--- src/hdl/rps_pkg.sv ---
// Package with register map, field layout and types of the pointer and configuration bank
package rps_pkg;

  // Register byte addresses on APB
  localparam logic [11:0] RPS_PTR_HIGH_ADDR = 12'h000;
  localparam logic [11:0] RPS_PTR_LOW_ADDR  = 12'h004;
  localparam logic [11:0] RPS_SELECT_ADDR   = 12'h008;
  localparam logic [11:0] RPS_CONFIG_ADDR   = 12'h00C;
  localparam logic [11:0] RPS_STATUS_ADDR   = 12'h010;
  localparam logic [11:0] RPS_ACCESS_ADDR   = 12'h014;

  // Pointer high field positions
  localparam int RPS_DIR_BIT  = 7;
  localparam int RPS_AINC_BIT = 6;

  // Configuration field positions
  localparam int RPS_SRST_BIT  = 7;
  localparam int RPS_QUEUE_BIT = 6;
  localparam int RPS_GATE_BIT  = 5;
  localparam int RPS_BPL_BIT   = 2;

  // Values after reset
  localparam logic [7:0] RPS_CONFIG_RST = 8'h00;
  localparam logic [7:0] RPS_PTRH_RST   = 8'h00;
  localparam logic [7:0] RPS_PTRL_RST   = 8'h00;
  localparam logic [2:0] RPS_SEL_RST    = 3'h0;
  localparam logic [7:0] RPS_STATUS_RST = 8'h00;
  localparam logic [7:0] RPS_NEXTID_RST = 8'h00;

  // Indirect register selection codes
  typedef enum logic [2:0] {
    RPS_SEL_TENT_ID  = 3'b000,
    RPS_SEL_NODE_ID  = 3'b001,
    RPS_SEL_SETUP1   = 3'b010,
    RPS_SEL_NEXT_ID  = 3'b011,
    RPS_SEL_SETUP2   = 3'b100,
    RPS_SEL_RSVD5    = 3'b101,
    RPS_SEL_RSVD6    = 3'b110,
    RPS_SEL_RSVD7    = 3'b111
  } rps_sel_t;

  // Line outputs, all active low
  typedef struct packed {
    logic linePulseAN;
    logic linePulseBN;
    logic driverEnableN;
  } rps_line_t;

  // Request from the protocol engine to drive the line
  typedef struct packed {
    logic pulseA;
    logic pulseB;
    logic driverOn;
  } rps_txreq_t;

endpackage

--- src/hdl/rps_bank.sv ---
// Top of the RAM pointer, indirect select and configuration register bank
//
// Contract
// - Pointer high bit 7 sets access direction
// - Pointer high bit 6 enables auto advance
// - Pointer high bits 2-0 give address 10-8
// - Pointer low gives address bits 7-0
// - Select field picks indirect register view
// - Low select bits shared by both registers
// - Configuration bit 7 holds software reset
// - Software reset keeps configuration and mode
// - Software reset clears status and next id
// - Configuration bit 6 enables command queueing
// - Queueing off behaves like legacy controllers
// - Transmit gate off holds line outputs inactive, pulse B only outside backplane mode
// - Configuration bits 1-0 hold select bits
// - Configuration bit 2 selects backplane mode
`timescale 1ns/1ps
module rps_bank
  import rps_pkg::*;
#(
  parameter int AW = 11
) (
  input  wire logic        clk,
  input  wire logic        reset_n,
  input  wire logic        psel,
  input  wire logic        penable,
  input  wire logic        pwrite,
  input  wire logic [11:0] paddr,
  input  wire logic [31:0] pwdata,
  output logic      [31:0] prdata,
  output logic             pready,
  output logic             pslverr,
  input  wire logic        ramAccess,
  input  wire logic [7:0]  statusIn,
  input  wire logic [7:0]  nextIdIn,
  input  wire logic        nextIdValid,
  input  wire rps_txreq_t  txReq,
  output logic [AW-1:0]    ramAddr,
  output logic             accessDirectionRead,
  output logic [2:0]       indirectSelect,
  output logic             commandQueueOn,
  output logic             softReset,
  output logic             backplane,
  output logic [1:0]       extTimeout,
  output rps_line_t        line
);

  ////////////////////////////////////////////////////////////////////////////
  // APB decode

  localparam logic [2:0] SLOT_PTR_HIGH = 3'h0;
  localparam logic [2:0] SLOT_PTR_LOW  = 3'h1;
  localparam logic [2:0] SLOT_SELECT   = 3'h2;
  localparam logic [2:0] SLOT_CONFIG   = 3'h3;
  localparam logic [2:0] SLOT_STATUS   = 3'h4;
  localparam logic [2:0] SLOT_ACCESS   = 3'h5;
  localparam logic [2:0] SLOT_NONE     = 3'h7;

  // Map a byte address onto a register slot; shared by write decode, read mux and window advance
  function automatic logic [2:0] regSlot(input logic [11:0] addr);
    logic [2:0] hit;
    hit = SLOT_NONE;
    if (addr == RPS_PTR_HIGH_ADDR) begin
      hit = SLOT_PTR_HIGH;
    end else if (addr == RPS_PTR_LOW_ADDR) begin
      hit = SLOT_PTR_LOW;
    end else if (addr == RPS_SELECT_ADDR) begin
      hit = SLOT_SELECT;
    end else if (addr == RPS_CONFIG_ADDR) begin
      hit = SLOT_CONFIG;
    end else if (addr == RPS_STATUS_ADDR) begin
      hit = SLOT_STATUS;
    end else if (addr == RPS_ACCESS_ADDR) begin
      hit = SLOT_ACCESS;
    end
    return hit;
  endfunction

  logic        access;
  logic        done;
  logic        wrEn;
  logic        rdEn;
  logic        wrHigh;
  logic        wrLow;
  logic        wrSel;
  logic        wrCfg;
  logic        mapped;
  logic [2:0]  slot;
  logic [7:0]  wd;
  logic        ready_q;
  logic        slvErr_q;
  logic [31:0] rdata_q;

  // Access phase; a transfer ends at the edge where the registered ready is high
  assign access = psel && penable;
  assign done   = access && ready_q;
  assign wrEn   = done && pwrite;
  assign rdEn   = access && !pwrite;
  assign wd     = pwdata[7:0];
  assign slot   = regSlot(paddr);
  assign mapped = (slot != SLOT_NONE);

  // Write strobes, one per writable register; status and window take no write
  always_comb begin
    wrHigh = 1'b0;
    wrLow  = 1'b0;
    wrSel  = 1'b0;
    wrCfg  = 1'b0;
    if (slot == SLOT_PTR_HIGH) begin
      wrHigh = wrEn;
    end else if (slot == SLOT_PTR_LOW) begin
      wrLow = wrEn;
    end else if (slot == SLOT_SELECT) begin
      wrSel = wrEn;
    end else if (slot == SLOT_CONFIG) begin
      wrCfg = wrEn;
    end
  end

  ////////////////////////////////////////////////////////////////////////////
  // Configuration and select registers

  logic       srst_q;
  logic       queue_q;
  logic       gate_q;
  logic [1:0] et_q;
  logic       bpl_q;
  logic [1:0] selLow_q;
  logic       selTop_q;
  logic [7:0] cfgRead;

  // Configuration bits are reset only by hardware reset, never by soft reset
  always_ff @(posedge clk or negedge reset_n) begin
    if (!reset_n) begin
      srst_q  <= RPS_CONFIG_RST[RPS_SRST_BIT];
      queue_q <= RPS_CONFIG_RST[RPS_QUEUE_BIT];
      gate_q  <= RPS_CONFIG_RST[RPS_GATE_BIT];
      et_q    <= RPS_CONFIG_RST[4:3];
      bpl_q   <= RPS_CONFIG_RST[RPS_BPL_BIT];
    end else if (wrCfg) begin
      srst_q  <= wd[RPS_SRST_BIT];
      queue_q <= wd[RPS_QUEUE_BIT];
      gate_q  <= wd[RPS_GATE_BIT];
      et_q    <= wd[4:3];
      bpl_q   <= wd[RPS_BPL_BIT];
    end
  end

  // One shared store for the low select bits
  always_ff @(posedge clk or negedge reset_n) begin
    if (!reset_n) begin
      selLow_q <= RPS_SEL_RST[1:0];
    end else if (wrCfg || wrSel) begin
      selLow_q <= wd[1:0];
    end
  end

  // Top select bit, cleared by any configuration write
  always_ff @(posedge clk or negedge reset_n) begin
    if (!reset_n) begin
      selTop_q <= RPS_SEL_RST[2];
    end else if (wrCfg) begin
      selTop_q <= 1'b0;
    end else if (wrSel) begin
      selTop_q <= wd[2];
    end
  end

  assign cfgRead = {srst_q, queue_q, gate_q, et_q, bpl_q, selLow_q};

  ////////////////////////////////////////////////////////////////////////////
  // Registers set by software reset

  logic [7:0] status_q;
  logic [7:0] nextId_q;

  // Status and next id initialised while soft reset is held
  always_ff @(posedge clk or negedge reset_n) begin
    if (!reset_n) begin
      status_q <= RPS_STATUS_RST;
      nextId_q <= RPS_NEXTID_RST;
    end else if (srst_q) begin
      status_q <= RPS_STATUS_RST;
      nextId_q <= RPS_NEXTID_RST;
    end else begin
      status_q <= statusIn;
      if (nextIdValid) begin
        nextId_q <= nextIdIn;
      end
    end
  end

  ////////////////////////////////////////////////////////////////////////////
  // Pointer

  logic [AW-1:0] ptrAddr;
  logic          ptrDir;
  logic          ptrInc;
  logic [2:0]    ptrSpare;
  logic          dataStep;

  // A data access from the RAM port or an APB data window access advances
  assign dataStep = ramAccess || (done && slot == SLOT_ACCESS);

  rps_pointer #(
    .AW (AW)
  ) uPointer (
    .clk                 (clk),
    .reset_n             (reset_n),
    .wrHigh              (wrHigh),
    .wrLow               (wrLow),
    .wdata               (wd),
    .dataAccess          (dataStep),
    .ramAddr             (ptrAddr),
    .accessDirectionRead (ptrDir),
    .pointerAutoAdvance  (ptrInc),
    .spareBits           (ptrSpare)
  );

  ////////////////////////////////////////////////////////////////////////////
  // Line gate

  rps_line_gate uGate (
    .clk          (clk),
    .reset_n      (reset_n),
    .transmitGate (gate_q),
    .backplane    (bpl_q),
    .softReset    (srst_q),
    .txReq        (txReq),
    .line         (line)
  );

  ////////////////////////////////////////////////////////////////////////////
  // Read mux and APB answer

  logic [7:0] rdByte;

  // Read data select
  always_comb begin
    rdByte = 8'h00;
    if (slot == SLOT_PTR_HIGH) begin
      rdByte = {ptrDir, ptrInc, ptrSpare, ptrAddr[AW-1:8]};
    end else if (slot == SLOT_PTR_LOW) begin
      rdByte = ptrAddr[7:0];
    end else if (slot == SLOT_SELECT) begin
      rdByte = {5'h00, selTop_q, selLow_q};
    end else if (slot == SLOT_CONFIG) begin
      rdByte = cfgRead;
    end else if (slot == SLOT_STATUS) begin
      rdByte = status_q;
    end else if (slot == SLOT_ACCESS) begin
      rdByte = nextId_q;
    end
  end

  // One wait state: ready rises after the first access cycle and falls after the ending edge
  always_ff @(posedge clk or negedge reset_n) begin
    if (!reset_n) begin
      ready_q <= 1'b0;
    end else begin
      ready_q <= access && !ready_q;
    end
  end

  // Read data captured in the first access cycle and shown only while ready stands
  always_ff @(posedge clk or negedge reset_n) begin
    if (!reset_n) begin
      rdata_q <= 32'h0000_0000;
    end else if (rdEn && !ready_q) begin
      rdata_q <= {24'h00_0000, rdByte};
    end else begin
      rdata_q <= 32'h0000_0000;
    end
  end

  // Error answer for an address outside the map, standing with ready
  always_ff @(posedge clk or negedge reset_n) begin
    if (!reset_n) begin
      slvErr_q <= 1'b0;
    end else begin
      slvErr_q <= access && !ready_q && !mapped;
    end
  end

  // Bus answer straight from registers
  assign pready  = ready_q;
  assign pslverr = slvErr_q;
  assign prdata  = rdata_q;

  // Block outputs from registers
  assign ramAddr             = ptrAddr;
  assign accessDirectionRead = ptrDir;
  assign indirectSelect      = {selTop_q, selLow_q};
  assign commandQueueOn      = queue_q;
  assign softReset           = srst_q;
  assign backplane           = bpl_q;
  assign extTimeout          = et_q;

  ////////////////////////////////////////////////////////////////////////////
  // Checks

  // Configuration write clears the top select bit
  sel_top_clear_a: assert property (@(posedge clk) disable iff (!reset_n)
    wrCfg |=> (selTop_q == 1'b0))
    else $error("top select bit not cleared");
  // Select write and configuration view agree
  sel_shared_a: assert property (@(posedge clk) disable iff (!reset_n)
    wrSel |=> (cfgRead[1:0] == $past(wd[1:0])))
    else $error("shared select bits differ");
  // Soft reset holds status and next id at zero
  soft_reset_init_a: assert property (@(posedge clk) disable iff (!reset_n)
    srst_q |=> (status_q == 8'h00 && nextId_q == 8'h00))
    else $error("soft reset did not initialise");
  // Soft reset keeps configuration
  soft_reset_keep_a: assert property (@(posedge clk) disable iff (!reset_n)
    (srst_q && !wrCfg && !wrSel) |=> $stable(cfgRead))
    else $error("soft reset changed configuration");
  // Soft reset persists until cleared by a write
  soft_reset_hold_a: assert property (@(posedge clk) disable iff (!reset_n)
    (srst_q && !wrCfg) |=> srst_q)
    else $error("soft reset released on its own");
  // Direction follows pointer high write
  dir_write_a: assert property (@(posedge clk) disable iff (!reset_n)
    wrHigh |=> (accessDirectionRead == $past(wd[RPS_DIR_BIT])))
    else $error("direction bit not stored");
  // Queue enable follows configuration write
  queue_write_a: assert property (@(posedge clk) disable iff (!reset_n)
    wrCfg |=> (commandQueueOn == $past(wd[RPS_QUEUE_BIT])))
    else $error("queue enable not stored");
  // Pointer high write loads the upper address bits
  ptr_high_load_a: assert property (@(posedge clk) disable iff (!reset_n)
    wrHigh |=> (ptrAddr[AW-1:8] == $past(wd[2:0])))
    else $error("upper address bits not loaded");
  // Pointer low write loads the lower address bits
  ptr_low_load_a: assert property (@(posedge clk) disable iff (!reset_n)
    wrLow |=> (ptrAddr[7:0] == $past(wd)))
    else $error("lower address bits not loaded");
  // A data window transfer with auto advance moves the pointer by one
  window_step_a: assert property (@(posedge clk) disable iff (!reset_n)
    (done && slot == SLOT_ACCESS && ptrInc && !ramAccess) |=> (ptrAddr == $past(ptrAddr) + AW'(1)))
    else $error("window access did not advance once");

endmodule

--- src/hdl/rps_pointer.sv ---
// Eleven-bit RAM address pointer with auto advance
`timescale 1ns/1ps
module rps_pointer
  import rps_pkg::*;
#(
  parameter int AW = 11
) (
  input  wire logic          clk,
  input  wire logic          reset_n,
  input  wire logic          wrHigh,
  input  wire logic          wrLow,
  input  wire logic [7:0]    wdata,
  input  wire logic          dataAccess,
  output logic [AW-1:0]      ramAddr,
  output logic               accessDirectionRead,
  output logic               pointerAutoAdvance,
  output logic [2:0]         spareBits
);

  logic [AW-1:0] addr_q;
  logic          dir_q;
  logic          ainc_q;
  logic [2:0]    spare_q;

  // Pointer load and advance; a write wins over an advance in the same cycle
  always_ff @(posedge clk or negedge reset_n) begin
    if (!reset_n) begin
      addr_q <= {RPS_PTRH_RST[2:0], RPS_PTRL_RST};
    end else if (wrHigh) begin
      addr_q <= {wdata[2:0], addr_q[7:0]};
    end else if (wrLow) begin
      addr_q <= {addr_q[AW-1:8], wdata};
    end else if (dataAccess && ainc_q) begin
      addr_q <= addr_q + AW'(1);
    end
  end

  // Direction and advance control
  always_ff @(posedge clk or negedge reset_n) begin
    if (!reset_n) begin
      dir_q   <= RPS_PTRH_RST[RPS_DIR_BIT];
      ainc_q  <= RPS_PTRH_RST[RPS_AINC_BIT];
      spare_q <= RPS_PTRH_RST[5:3];
    end else if (wrHigh) begin
      dir_q   <= wdata[RPS_DIR_BIT];
      ainc_q  <= wdata[RPS_AINC_BIT];
      spare_q <= wdata[5:3];
    end
  end

  assign ramAddr             = addr_q;
  assign accessDirectionRead = dir_q;
  assign pointerAutoAdvance  = ainc_q;
  assign spareBits           = spare_q;

  // Advance wraps from the top address to zero
  pointer_wrap_a: assert property (@(posedge clk) disable iff (!reset_n)
    (!wrHigh && !wrLow && dataAccess && ainc_q && addr_q == {AW{1'b1}}) |=> addr_q == '0)
    else $error("pointer did not wrap");
  // Pointer holds without auto advance
  pointer_hold_a: assert property (@(posedge clk) disable iff (!reset_n)
    (!wrHigh && !wrLow && !ainc_q) |=> $stable(addr_q))
    else $error("pointer moved without advance");

endmodule

--- src/hdl/rps_line_gate.sv ---
// Output stage that gates the line drivers with the transmit enable
`timescale 1ns/1ps
module rps_line_gate
  import rps_pkg::*;
(
  input  wire logic       clk,
  input  wire logic       reset_n,
  input  wire logic       transmitGate,
  input  wire logic       backplane,
  input  wire logic       softReset,
  input  wire rps_txreq_t txReq,
  output rps_line_t       line
);

  rps_line_t line_q;
  rps_line_t line_d;

  // Line outputs held inactive (high) while transmission is gated off, pulse B only outside backplane mode
  always_comb begin
    line_d.linePulseAN   = ~(transmitGate && !softReset && txReq.pulseA);
    line_d.driverEnableN = ~(transmitGate && !softReset && txReq.driverOn);
    // In backplane mode the second pulse output is not gated
    line_d.linePulseBN   = backplane ? ~txReq.pulseB
                                     : ~(transmitGate && !softReset && txReq.pulseB);
  end

  // Registered outputs
  always_ff @(posedge clk or negedge reset_n) begin
    if (!reset_n) begin
      line_q <= '1;
    end else begin
      line_q <= line_d;
    end
  end

  assign line = line_q;

  // Gated outputs stay inactive while the gate is off
  line_gated_a: assert property (@(posedge clk) disable iff (!reset_n)
    (!transmitGate) |=> (line_q.linePulseAN && line_q.driverEnableN))
    else $error("line driven while gate off");
  // Second pulse gated outside backplane mode
  pulse_b_gated_a: assert property (@(posedge clk) disable iff (!reset_n)
    (!transmitGate && !backplane) |=> line_q.linePulseBN)
    else $error("second pulse driven while gated");

endmodule

--- config.mk ---
export PLATFORM = sky130hd
export DESIGN_NAME = rps_bank
export DESIGN_NICKNAME = d
export VERILOG_FILES = /design/src/hdl/rps_pkg.sv /design/src/hdl/rps_bank.sv /design/src/hdl/rps_pointer.sv /design/src/hdl/rps_line_gate.sv
export SDC_FILE = /design/constraint.sdc
export NUM_CORES = 1
export LEC_CHECK = 0
export BUFFER_PORTS_ARGS = -buffer_cell sky130_fd_sc_hd__buf_4
export CELL_PAD_IN_SITES_DETAIL_PLACEMENT = 0
export CELL_PAD_IN_SITES_GLOBAL_PLACEMENT = 1
export CORE_MARGIN = 8
export CORE_UTILIZATION = 36
export CTS_BUF_LIST = sky130_fd_sc_hd__clkbuf_4
export DETAILED_ROUTE_END_ITERATION = 6
export PLACE_DENSITY_LB_ADDON = 0.05
export SLEW_MARGIN = 20
export SYNTH_ARGS = -nofsm -noshare
export SYNTH_HDL_FRONTEND = slang
export SYNTH_SLANG_ARGS = --single-unit
--- constraint.sdc ---
create_clock -name clk -period 2.2 [get_ports clk]
set_input_delay 0.44 -clock clk [delete_from_list [all_inputs] [get_ports clk]]
set_output_delay 0.44 -clock clk [all_outputs]
set_load 0.01 [all_outputs]
Word-level counts from Yosys, hierarchy flattened
Index checks and enable logic that the tools add are counted.
{"block": "totals", "register_bits": 78, "in_bits": 70, "out_inout_bits": 57, "word_cells": 97}
{"block": "classes", "add_sub_neg": 1, "n_mux": 32, "eq_ne": 12, "bitwise_logic": 5, "reduce_logical": 27}
{"op": "8-bit two-way mux", "n": 10}
{"op": "11-bit two-way mux", "n": 3}
{"op": "12-bit by 4-bit == test with 1-bit output, second input constant", "n": 2}
{"op": "12-bit by 5-bit == test with 1-bit output, second input constant", "n": 2}
{"op": "1-bit logical AND", "n": 13}
{"op": "1-bit two-way mux", "n": 13}
{"op": "12-bit by 3-bit == test with 1-bit output, second input constant", "n": 1}
{"op": "12-bit logical NOT", "n": 1}
{"op": "3-bit two-way mux", "n": 4}
{"op": "11-bit by 1-bit adder with 11-bit output, second input constant", "n": 1}
{"op": "2-bit nonzero test", "n": 4}
{"op": "3-bit by 2-bit == test with 1-bit output, second input constant", "n": 2}
{"op": "3-bit == test, second input constant", "n": 2}
{"op": "1-bit inverter", "n": 5}
{"op": "1-bit logical NOT", "n": 4}
{"op": "2-bit two-way mux", "n": 2}
{"op": "2-bit AND reduction", "n": 2}
{"op": "3-bit by 1-bit == test with 1-bit output, second input constant", "n": 1}
{"op": "3-bit logical NOT", "n": 1}
{"op": "3-bit != test, second input constant", "n": 1}
{"op": "1-bit logical OR", "n": 2}
{"op": "2-bit by 1-bit != test with 1-bit output, second input constant", "n": 1}

Depth between registers and ports, before layout
Gate-level depths: netlist (run 1).
{"block": "depth", "depth_word": 15, "depth_mapped": 7, "depth_no_buf": 6}

Cells and area by module
A second synthesis (run 1) with hierarchy kept.
{"block": "unflattened", "hier_cells": 254, "area_unflattened_um2": 2865.2}
{"mod": "rps_bank", "instances": 1, "cells_each": 164, "area_per_inst_um2": 1884.3, "seq_area_each_um2": 875.8}
{"mod": "rps_pointer", "instances": 1, "cells_each": 83, "area_per_inst_um2": 872.1, "seq_area_each_um2": 400.4}
{"mod": "rps_line_gate", "instances": 1, "cells_each": 7, "area_per_inst_um2": 108.9, "seq_area_each_um2": 78.8}

Least setup slack after synthesis (run 1)
OpenSTA, ideal clock, no wires.
{"block": "synth_path", "kind": "input port to flip-flop", "start": "in paddr[1]", "end": "reg uPointer.addr_q[0] (netlist: uPointer.ramAddr[0])", "stages": 6, "arrival_ns": 1.780, "path_slack_ns": 0.297, "path_buffers": 0, "cell_sequence": "nor4_4 nand3_2 o21ai_2 nand2_4 and3_1 a211o_1"}
{"block": "synth_between", "elab_chain_len": 13, "elab_cells_between_ends": 25, "cone_classes": "eq/ne (7); mux (10); bitwise (1); reduce/logical (7)"}
{"item": "from (decl)", "line_no": "rps_bank.sv:29", "text": "input wire logic [11:0] paddr,"}
{"item": "12-bit by 5-bit == test with 1-bit output", "line_no": "rps_bank.sv:74", "text": "end else if (addr == RPS_ACCESS_ADDR) begin"}
{"item": "2-bit two-way mux", "line_no": "rps_bank.sv:74"}
{"item": "2-bit two-way mux", "line_no": "rps_bank.sv:72", "text": "end else if (addr == RPS_STATUS_ADDR) begin"}
{"item": "3-bit two-way mux", "line_no": "rps_bank.sv:70", "text": "end else if (addr == RPS_CONFIG_ADDR) begin"}
{"item": "3-bit two-way mux", "line_no": "rps_bank.sv:68", "text": "end else if (addr == RPS_SELECT_ADDR) begin"}
{"item": "3-bit two-way mux", "line_no": "rps_bank.sv:66", "text": "end else if (addr == RPS_PTR_LOW_ADDR) begin"}
{"item": "3-bit two-way mux *", "line_no": "rps_bank.sv:64", "text": "if (addr == RPS_PTR_HIGH_ADDR) begin"}
{"item": "3-bit == test", "line_no": "rps_bank.sv:204", "text": "assign dataStep = ramAccess || (done && slot == SLOT_ACCESS);"}
{"item": "1-bit logical AND", "line_no": "rps_bank.sv:204"}
{"item": "1-bit logical OR", "line_no": "rps_bank.sv:204"}
{"item": "1-bit logical AND", "line_no": "rps_pointer.sv:33", "text": "end else if (dataAccess && ainc_q) begin"}
{"item": "2-bit nonzero test (no line)"}
{"item": "2-bit AND reduction (no line)"}
{"item": "to (signal assigned)", "line_no": "rps_pointer.sv:30", "text": "addr_q <= {wdata[2:0], addr_q[7:0]};"}
{"item": "to (signal assigned)", "line_no": "rps_pointer.sv:32", "text": "addr_q <= {addr_q[AW-1:8], wdata};"}
{"item": "to (signal assigned)", "line_no": "rps_pointer.sv:34", "text": "addr_q <= addr_q + AW'(1);"}
{"item": "to (decl)", "line_no": "rps_pointer.sv:20", "text": "logic [AW-1:0] addr_q;"}
Every way passes the cells marked *; elsewhere a longest branch is shown, timed or not. The select of a mux whose other input is x is not followed.
A chain may end at the register's enable or synchronous reset.

Final worst setup path (run 1)
{"block": "layout_path", "start": "reg srst_q (netlist: softReset)", "end": "out softReset"}
{"item": "from (decl)", "line_no": "rps_bank.sv:124", "text": "logic srst_q;"}
{"item": "from (signal assigned)", "line_no": "rps_bank.sv:136", "text": "srst_q <= RPS_CONFIG_RST[RPS_SRST_BIT];"}
{"item": "from (signal assigned)", "line_no": "rps_bank.sv:142", "text": "srst_q <= wd[RPS_SRST_BIT];"}
{"item": "to (decl)", "line_no": "rps_bank.sv:43", "text": "output logic softReset,"}
No word-level cell between the ends.

==> out/qor.csv, run 1 <==
stage,metric,value,unit
setup_path,criticalPathCategory,reg2out,
setup_path,start_kind,register,
synth,synth.avg_cell_area,10.5,um2
route,met2WireLength,3830,um
route,first_iter_violations,105,
route,wl_per_cell,17.3,um
route,drtAntennaViolNets,0,
sta,maxSlewHeadroom,54.3,%
sta,fin_skew,0.00847,ns
sta,fmax,542,MHz
route,drt-met1-wl,3730,um
route,via_per_inst,4.99,
setup_path,cp_slowest_stage_delay,0.80,ns
floorplanning,die_y,106,um
floorplanning,die-area,11300,um2
setup_path,crit_slowest_cell,dfrtp_1,
layout,finalNetCount,433,
sta,hold_violations,0,
min_path,hold_path.class,in2async,
synth,async_flop_share,100,%
place,dp_slack,0.123,ns
synth,synthTopCellsByArea,"dfrtp_1 44%, buf_4 6.4%, mux2i_1 5.1%, mux2_1 4.2%, nor2_1 3.3%",
synth,synth_area,2920,um2
floorplanning,die_x,106,um
place,port_buffers,78,
global_route,track_usage,14.2,%
power_and_ir_drop,p_leak,1.81,nW
cts,cts_max_level,2,
cts,tritoncts,yes,
route,drc,0,
floorplanning,fp-row-count,33,
synth,ys_top_cells_by_count,"51 x dfrtp_1, 26 x nor2_1, 25 x buf_4",
place,gp_congestion,0.814,
layout,drive_gt1_share,32.8,%
power_and_ir_drop,ir_drop,0.239,mV
cts,hold_buffers,0,
synth,synth_ff_type,dfrtp_1,
cts,clkLatencyLatePin,0.37,ns
route,vias,2336,
layout,area_growth,25.9,%
sta,rsz0062_at_grt,false,
cts,cts_resized,0,
setup_path,cp_max_fo,20,
synth,syn_inst,278,
place,post-dp-hpwl,6230,um
cts,clkTransAtPathRegs,0.14,ns
cts,cts_sinks,54,
sta,fin_crit_sh,83.8,%
sta,final.setup.tns,0,ns
route,dr.pass1.iters,4,
setup_path,cp_num_buf_inv,1,
route,wirelength,8110,um
synth,ys_warn_count,0,
sta,fin_ws,0.356,ns
global_route,antenna_found_initial,0,
power_and_ir_drop,powerDensity,495,nW/um2
setup_path,cp-startpoint,softReset,
setup_path,r2r_slack,0.38,ns
synth,synth_most_common_cell,dfrtp_1,
layout,antenna_cells,0,
synth,yosysTopAreaCellShare,43.7,%
sta,setup_violations,0,
global_route,grt_max_degree,55,
route,top_layer_used,met4,
setup_path,arrival,1.40,ns
cts,cts_buffers,5,
setup_path,required,1.76,ns
sta,worst_slew_pin_slew,0.686,ns
setup_path,crit_chain,buf_4,
job,cap_violations,0,
floorplanning,start_util,36.3,%
setup_path,worstReg2RegStart,pready,
setup_path,cpLargestDelayFamily,flip-flops,
synth,ys_ff_latch,54,
outcome,outcome,"finished, final reports clean",
synth,synth_top_cell_by_area,dfrtp_1,
floorplanning,io_pins,127,
floorplanning,core_region_area,8050,um2
global_route,overflow,0,
cts,clock_path_buffers,2,
sta,drv_slew,0,
synth,yosysSeqAreaShare,46.4,%
cts,post_cts_buffers,0,
setup_path,critical_path.endpoint_type,output pin,
sta,layout_min_cycle_time,1.84,ns
cts,clock-root-buffer,clkbuf_4,
global_route,grt_pass1_vias,2355,
global_route,grt_pass1_wl,12900,um
synth,ys_types,47,
synth,synth_edf_count,0,
route,dr_wl_met3,485,um
==> sequential cells by signal, indices dropped and copies added, names as in the netlist <==
| name | count |
|---|---|
| uPointer.ramAddr | 11 |
| nextId_q | 8 |
| prdata | 8 |
| status_q | 8 |
| uGate.line | 3 |
| uPointer.spareBits | 3 |
| extTimeout | 2 |
| selLow_q | 2 |
| backplane | 1 |
| commandQueueOn | 1 |
| gate_q | 1 |
| pready | 1 |
| pslverr | 1 |
| selTop_q | 1 |
| softReset | 1 |
| uPointer.accessDirectionRead | 1 |
| uPointer.pointerAutoAdvance | 1 |
==> through the flow <==
stage	utilization, %	std cells	power, mW	area [um2]	hold slack (ns)
after floorplan	-	301	1.18	3010	0.144
after global placement	44.6	460	1.27	3590	0.471
after detailed placement	44.6	460	1.27	3590	0.478
after CTS	45.7	468	1.85	3680	0.117
after global routing	45.7	468	1.90	3680	0.123
final	45.7	468	1.82	3680	0.0825
==> final timing paths <==
kind	to	cells after the start
worst max-delay path	softReset	1
worst min-delay path	status_q[6]	1
worst max register to register	uPointer.ramAddr[2]	6
worst min register to register	uPointer.spareBits[1]	1
max in group asynchronous	uPointer.ramAddr[3]	1
min in group clk	uGate.line[2]	2
==> kinds of logic after synthesis <==
| logic type | share of synthesized area [%] |
|---|---|
| DFF | 46.4 |
| and+or+nand+nor | 21.2 |
| adders and majority gates | 0.428 |
| other | 0.128 |
| buffers and inverters | 8.48 |
| AOI/OAI and AO/OA | 10.9 |
| muxes | 12.5 |
==> cell usage in the layout (no fill, tap or decap), types with 5 or more instances in the layout <==
master    synthesis  final
o21ai_0           9      9
nor2_1           26     26
mux2i_1          15     15
conb_1            1     24
nor4_1            6      6
clkbuf_4          0      7
buf_4            25     91
nor3_1           13     13
nor2b_1          13     13
a22oi_1           9      9
dfrtp_1          51     51
and3_1            5      5
nand2_1          17     17
mux2_2            6      6
mux2_1           11     11
==> where the power goes <==
| group | switching (mW) | internal, mW | leakage, nW |
|---|---|---|---|
| logic | 0.119 | 0.102 | 1.06 |
| registers | 0.0110 | 1.02 | 0.706 |
| clock network | 0.305 | 0.266 | 0.0463 |
==> metal layers <==
layer	vias to the layer above	global-route usage, %
li1	1124	-
met1	1124	19.2
met2	83	22.7
met3	5	3.39
met4	0	2.71
met5	-	0
==> layout make-up <==
class                   instances  area, um2
repair buffers                 92        703
well taps                     105        131
clock buffers                   7       52.6
flip-flops and latches         54       1360
clock inverters                 1       30.0
multi-input cells             209       1410
fillers                       830       4370
Note: power is estimated with default switching activity, not from simulation.
==> run 2, diff against run 1 <==
- ABC_AREA: unset -> 1
- CORE_UTILIZATION: 36 -> 35
- clock period: 2.2 -> 1.7 ns (I/O delays scaled with it)
==> run 2 against run 1 <==
  * Critical path depth up 9
  * Critical path type is now reg2reg
  * Sequential share of layout area is 3.9 points lower
  * Global-route usage rose by 0.36 points
  * Largest power group unchanged
  * Combinational power rose by 10%
  * Sequential power rose by 28%
  * Wire length increased by 5.3%
  * Synthesized cell count rose by 42%
  * Power rose by 34%
==> out/qor.csv, run 2 <==
stage,metric,value,unit
layout,drive_gt1_share,32.6,%
synth,ys_types,33,
route,drc,0,
job,cap_violations,0,
setup_path,cp_max_fo,3,
global_route,met1_usage,19.1,%
synth,synth_top_family_by_area,simple AND/OR/NAND/NOR gates,
cts,clock_path_buffers,2,
setup_path,critical_path.endpoint_type,register,
synth,synth_area,3060,um2
sta,fin_skew,0.0171,ns
power_and_ir_drop,power.share.switching,22.7,%
place,post-dp-hpwl,6850,um
synth,synth_ff_type,dfrtp_1,
layout,largest_register_ffs,11,
power_and_ir_drop,p_clk_share,35.5,%
power_and_ir_drop,powerDensity,591,nW/um2
layout,most-common-layout-cells,"118 x buf_4, 79 x nand2_1, 51 x dfrtp_1",
synth,ys_ff_latch,54,
cts,clkTransAtPathRegs,0.16,ns
layout,fill_cells,893,
route,wirelength,8540,um
power_and_ir_drop,internal_power,1.88,mW
synth,synth_fa_ha_area_share,0.409,%
sta,fin_ws,0.0953,ns
synth,async_flop_share,100,%
route,drtAntennaViolNets,0,
power_and_ir_drop,power_frac_seq,54.4,%
setup_path,worstReg2RegStart,uPointer.ramAddr[0],
synth,syn_inst,395,
outcome,outcome,"finished, final reports clean",
route,dr.pass1.iters,4,
global_route,met3_usage,3.22,%
layout,area_growth,34.6,%
setup_path,r2r_slack,0.1,ns
sta,fin_crit_sh,94.4,%
sta,final.setup.tns,0,ns
synth,ys_warn_count,0,
global_route,grt_pass1_wl,13800,um
setup_path,required,1.99,ns
synth,synthXorXnorAreaFrac,0.859,%
layout,antenna_cells,0,
synth,synthSimpleGateAreaFrac,28.4,%
layout,design_area,4120,um2
min_path,hold_path.class,in2reg,
setup_path,rr_worst_depth,10,
global_route,grt_busiest_layer,met2,
synth,synth_top_cell_by_area,dfrtp_1,
global_route,overflow,0,
layout,finalNetCount,582,
setup_path,cp-startpoint,uPointer.ramAddr[0],
setup_path,arrival,1.90,ns
floorplanning,die_x,109,um
cts,cts_buffers,5,
global_route,met2_usage,23.6,%
cts,tritoncts,yes,
power_and_ir_drop,ir_drop,0.400,mV
place,gp_congestion,0.774,
route,vias,2827,
setup_path,start_kind,register,
power_and_ir_drop,combPwrFrac,10.0,%
setup_path,crit_end,uPointer.ramAddr[10],
global_route,grt_pass1_vias,2794,
synth,synth_compound_area_share,12.3,%
synth,muxShareOfSynthArea,0,%
synth,synthTopCellsByArea,"dfrtp_1 42%, nand2_1 9.7%, buf_4 6.4%, o21ai_0 5.6%, nand3_1 5.4%",
place,placed_cell_area,3950,um2
synth,yosysTopAreaCellShare,41.7,%
floorplanning,start_util,35.6,%
setup_path,timing.rr.end,uPointer.ramAddr[10],
place,dp_slack,-0.189,ns
floorplanning,io_pins,127,
global_route,grt_max_degree,55,
route,via_per_inst,4.56,
synth,synth_most_common_cell,nand2_1,
sta,hold_slack,0.0692,ns
setup_path,criticalPathCategory,reg2reg,
global_route,antenna_found_initial,0,
floorplanning,die_y,109,um
layout,final_cell_count_no_fill,620,
floorplanning,core_region_area,8590,um2
sta,drv_slew,0,
sta,setup_violations,0,
power_and_ir_drop,p_switching,0.553,mW
place,port_buffers,78,
floorplanning,die-area,12000,um2
floorplanning,fp-row-count,34,
place,placed_cells,609,
cts,clock-root-buffer,clkbuf_4,
cts,cts_max_level,2,
route,first_iter_violations,113,
sta,rsz0062_at_grt,true,
synth,yosysSeqAreaShare,44.3,%
global_route,track_usage,14.6,%
synth,ys_top_cells_by_count,"79 x nand2_1, 51 x dfrtp_1, 41 x inv_1",
sta,layout_min_cycle_time,1.60,ns
sta,hold_violations,0,
synth,synth.avg_cell_area,7.74,um2
cts,cts_sinks,54,
sta,fmax,623,MHz
cts,clkLatencyLatePin,0.38,ns
synth,synth_edf_count,0,
route,wl_per_cell,13.8,um
layout,final_common_cell,buf_4,
power_and_ir_drop,p_leak,2.26,nW
[run 2: cell count changes after synthesis, sizes merged, moves of 8 or more]
cell / delta
o21ai: +38
mux2i: -15
nand3: +31
a22oi: -9
nor2b: -13
nor3: -13
inv: +45
nor4: -8
a21oi: +20
mux2: -17
nor2: +12
nand2: +74
[run 2: critical path: stages, from the launching register on]
cell	delay (ns)
dfrtp_1	0.41
ha_2	0.21
nand3_2	0.11
nor2_4	0.15
nand3_4	0.10
nor2_4	0.13
nand3_1	0.07
o21ai_1	0.10
o22ai_1	0.10
nand3_1	0.09
nand2_1	0.05
[run 2: cells by family (layout without fill, tap and decap cells)]
group                      count (synthesis)  after routing
other                                      1             24
xor gates and xnor gates                   3              3
adders and majority gates                  1              1
buffers and inverters                     82            176
DFF                                       54             54
and+or+nand+nor                          180            180
AOI/OAI and AO/OA                         74             74
[run 2: repair_timing]
item / 4_1_cts / 5_1_grt
hold buffers: 1 / 0
pin swaps: 0 / 6
setup buffers: 0 / 2
endpoints found under the hold margin: 51 / 0
setup endpoints to repair: 1 / 6
gates resized for setup: 1 / 10
[run 2: through the flow]
step                      util (%)  power (mW)
final                         47.9        2.43
after global routing          47.9        2.54
after CTS                     47.3        2.47
after detailed placement      46.0        1.59
after global placement        46.0        1.59
after floorplan                  -        1.48
[run 2: final cells by class]
cell class | count | area, um2 | share of cell area, %
Clock buffer | 5 | 37.5 | 0.912
Tap cell | 108 | 135 | 3.28
Inverter | 47 | 179 | 4.35
Timing Repair Buffer | 121 | 936 | 22.7
Multi-Input combinational cell | 282 | 1410 | 34.3
Sequential cell | 54 | 1360 | 32.9
Clock inverter | 3 | 63.8 | 1.55
[run 2: layer usage]
metal  vias to the layer above  wire [um]
li1                       1455          -
met1                      1293       3900
met2                        69       4020
met3                        10        500
met4                         0        122
met5                         -          0
[run 2: worst min-delay path by stage]
stage / from / to / depth (start not counted)
final: txReq[1] / uGate.line[1] / 2
after global routing: txReq[1] / uGate.line[1] / 2
after CTS: txReq[1] / uGate.line[1] / 2
after detailed placement: reset_n / nextId_q[3] / 2
after global placement: reset_n / nextId_q[3] / 2
after floorplan: reset_n / backplane / 0
[run 2: power groups by stage]
stage               sequential [mW]  clock (mW)  combinational (mW)
floorplan                      1.35           0               0.129
global placement               1.35           0               0.242
detailed placement             1.35           0               0.245
CTS                            1.33       0.899               0.248
global route                   1.33       0.935               0.276
finish                         1.32       0.865               0.244
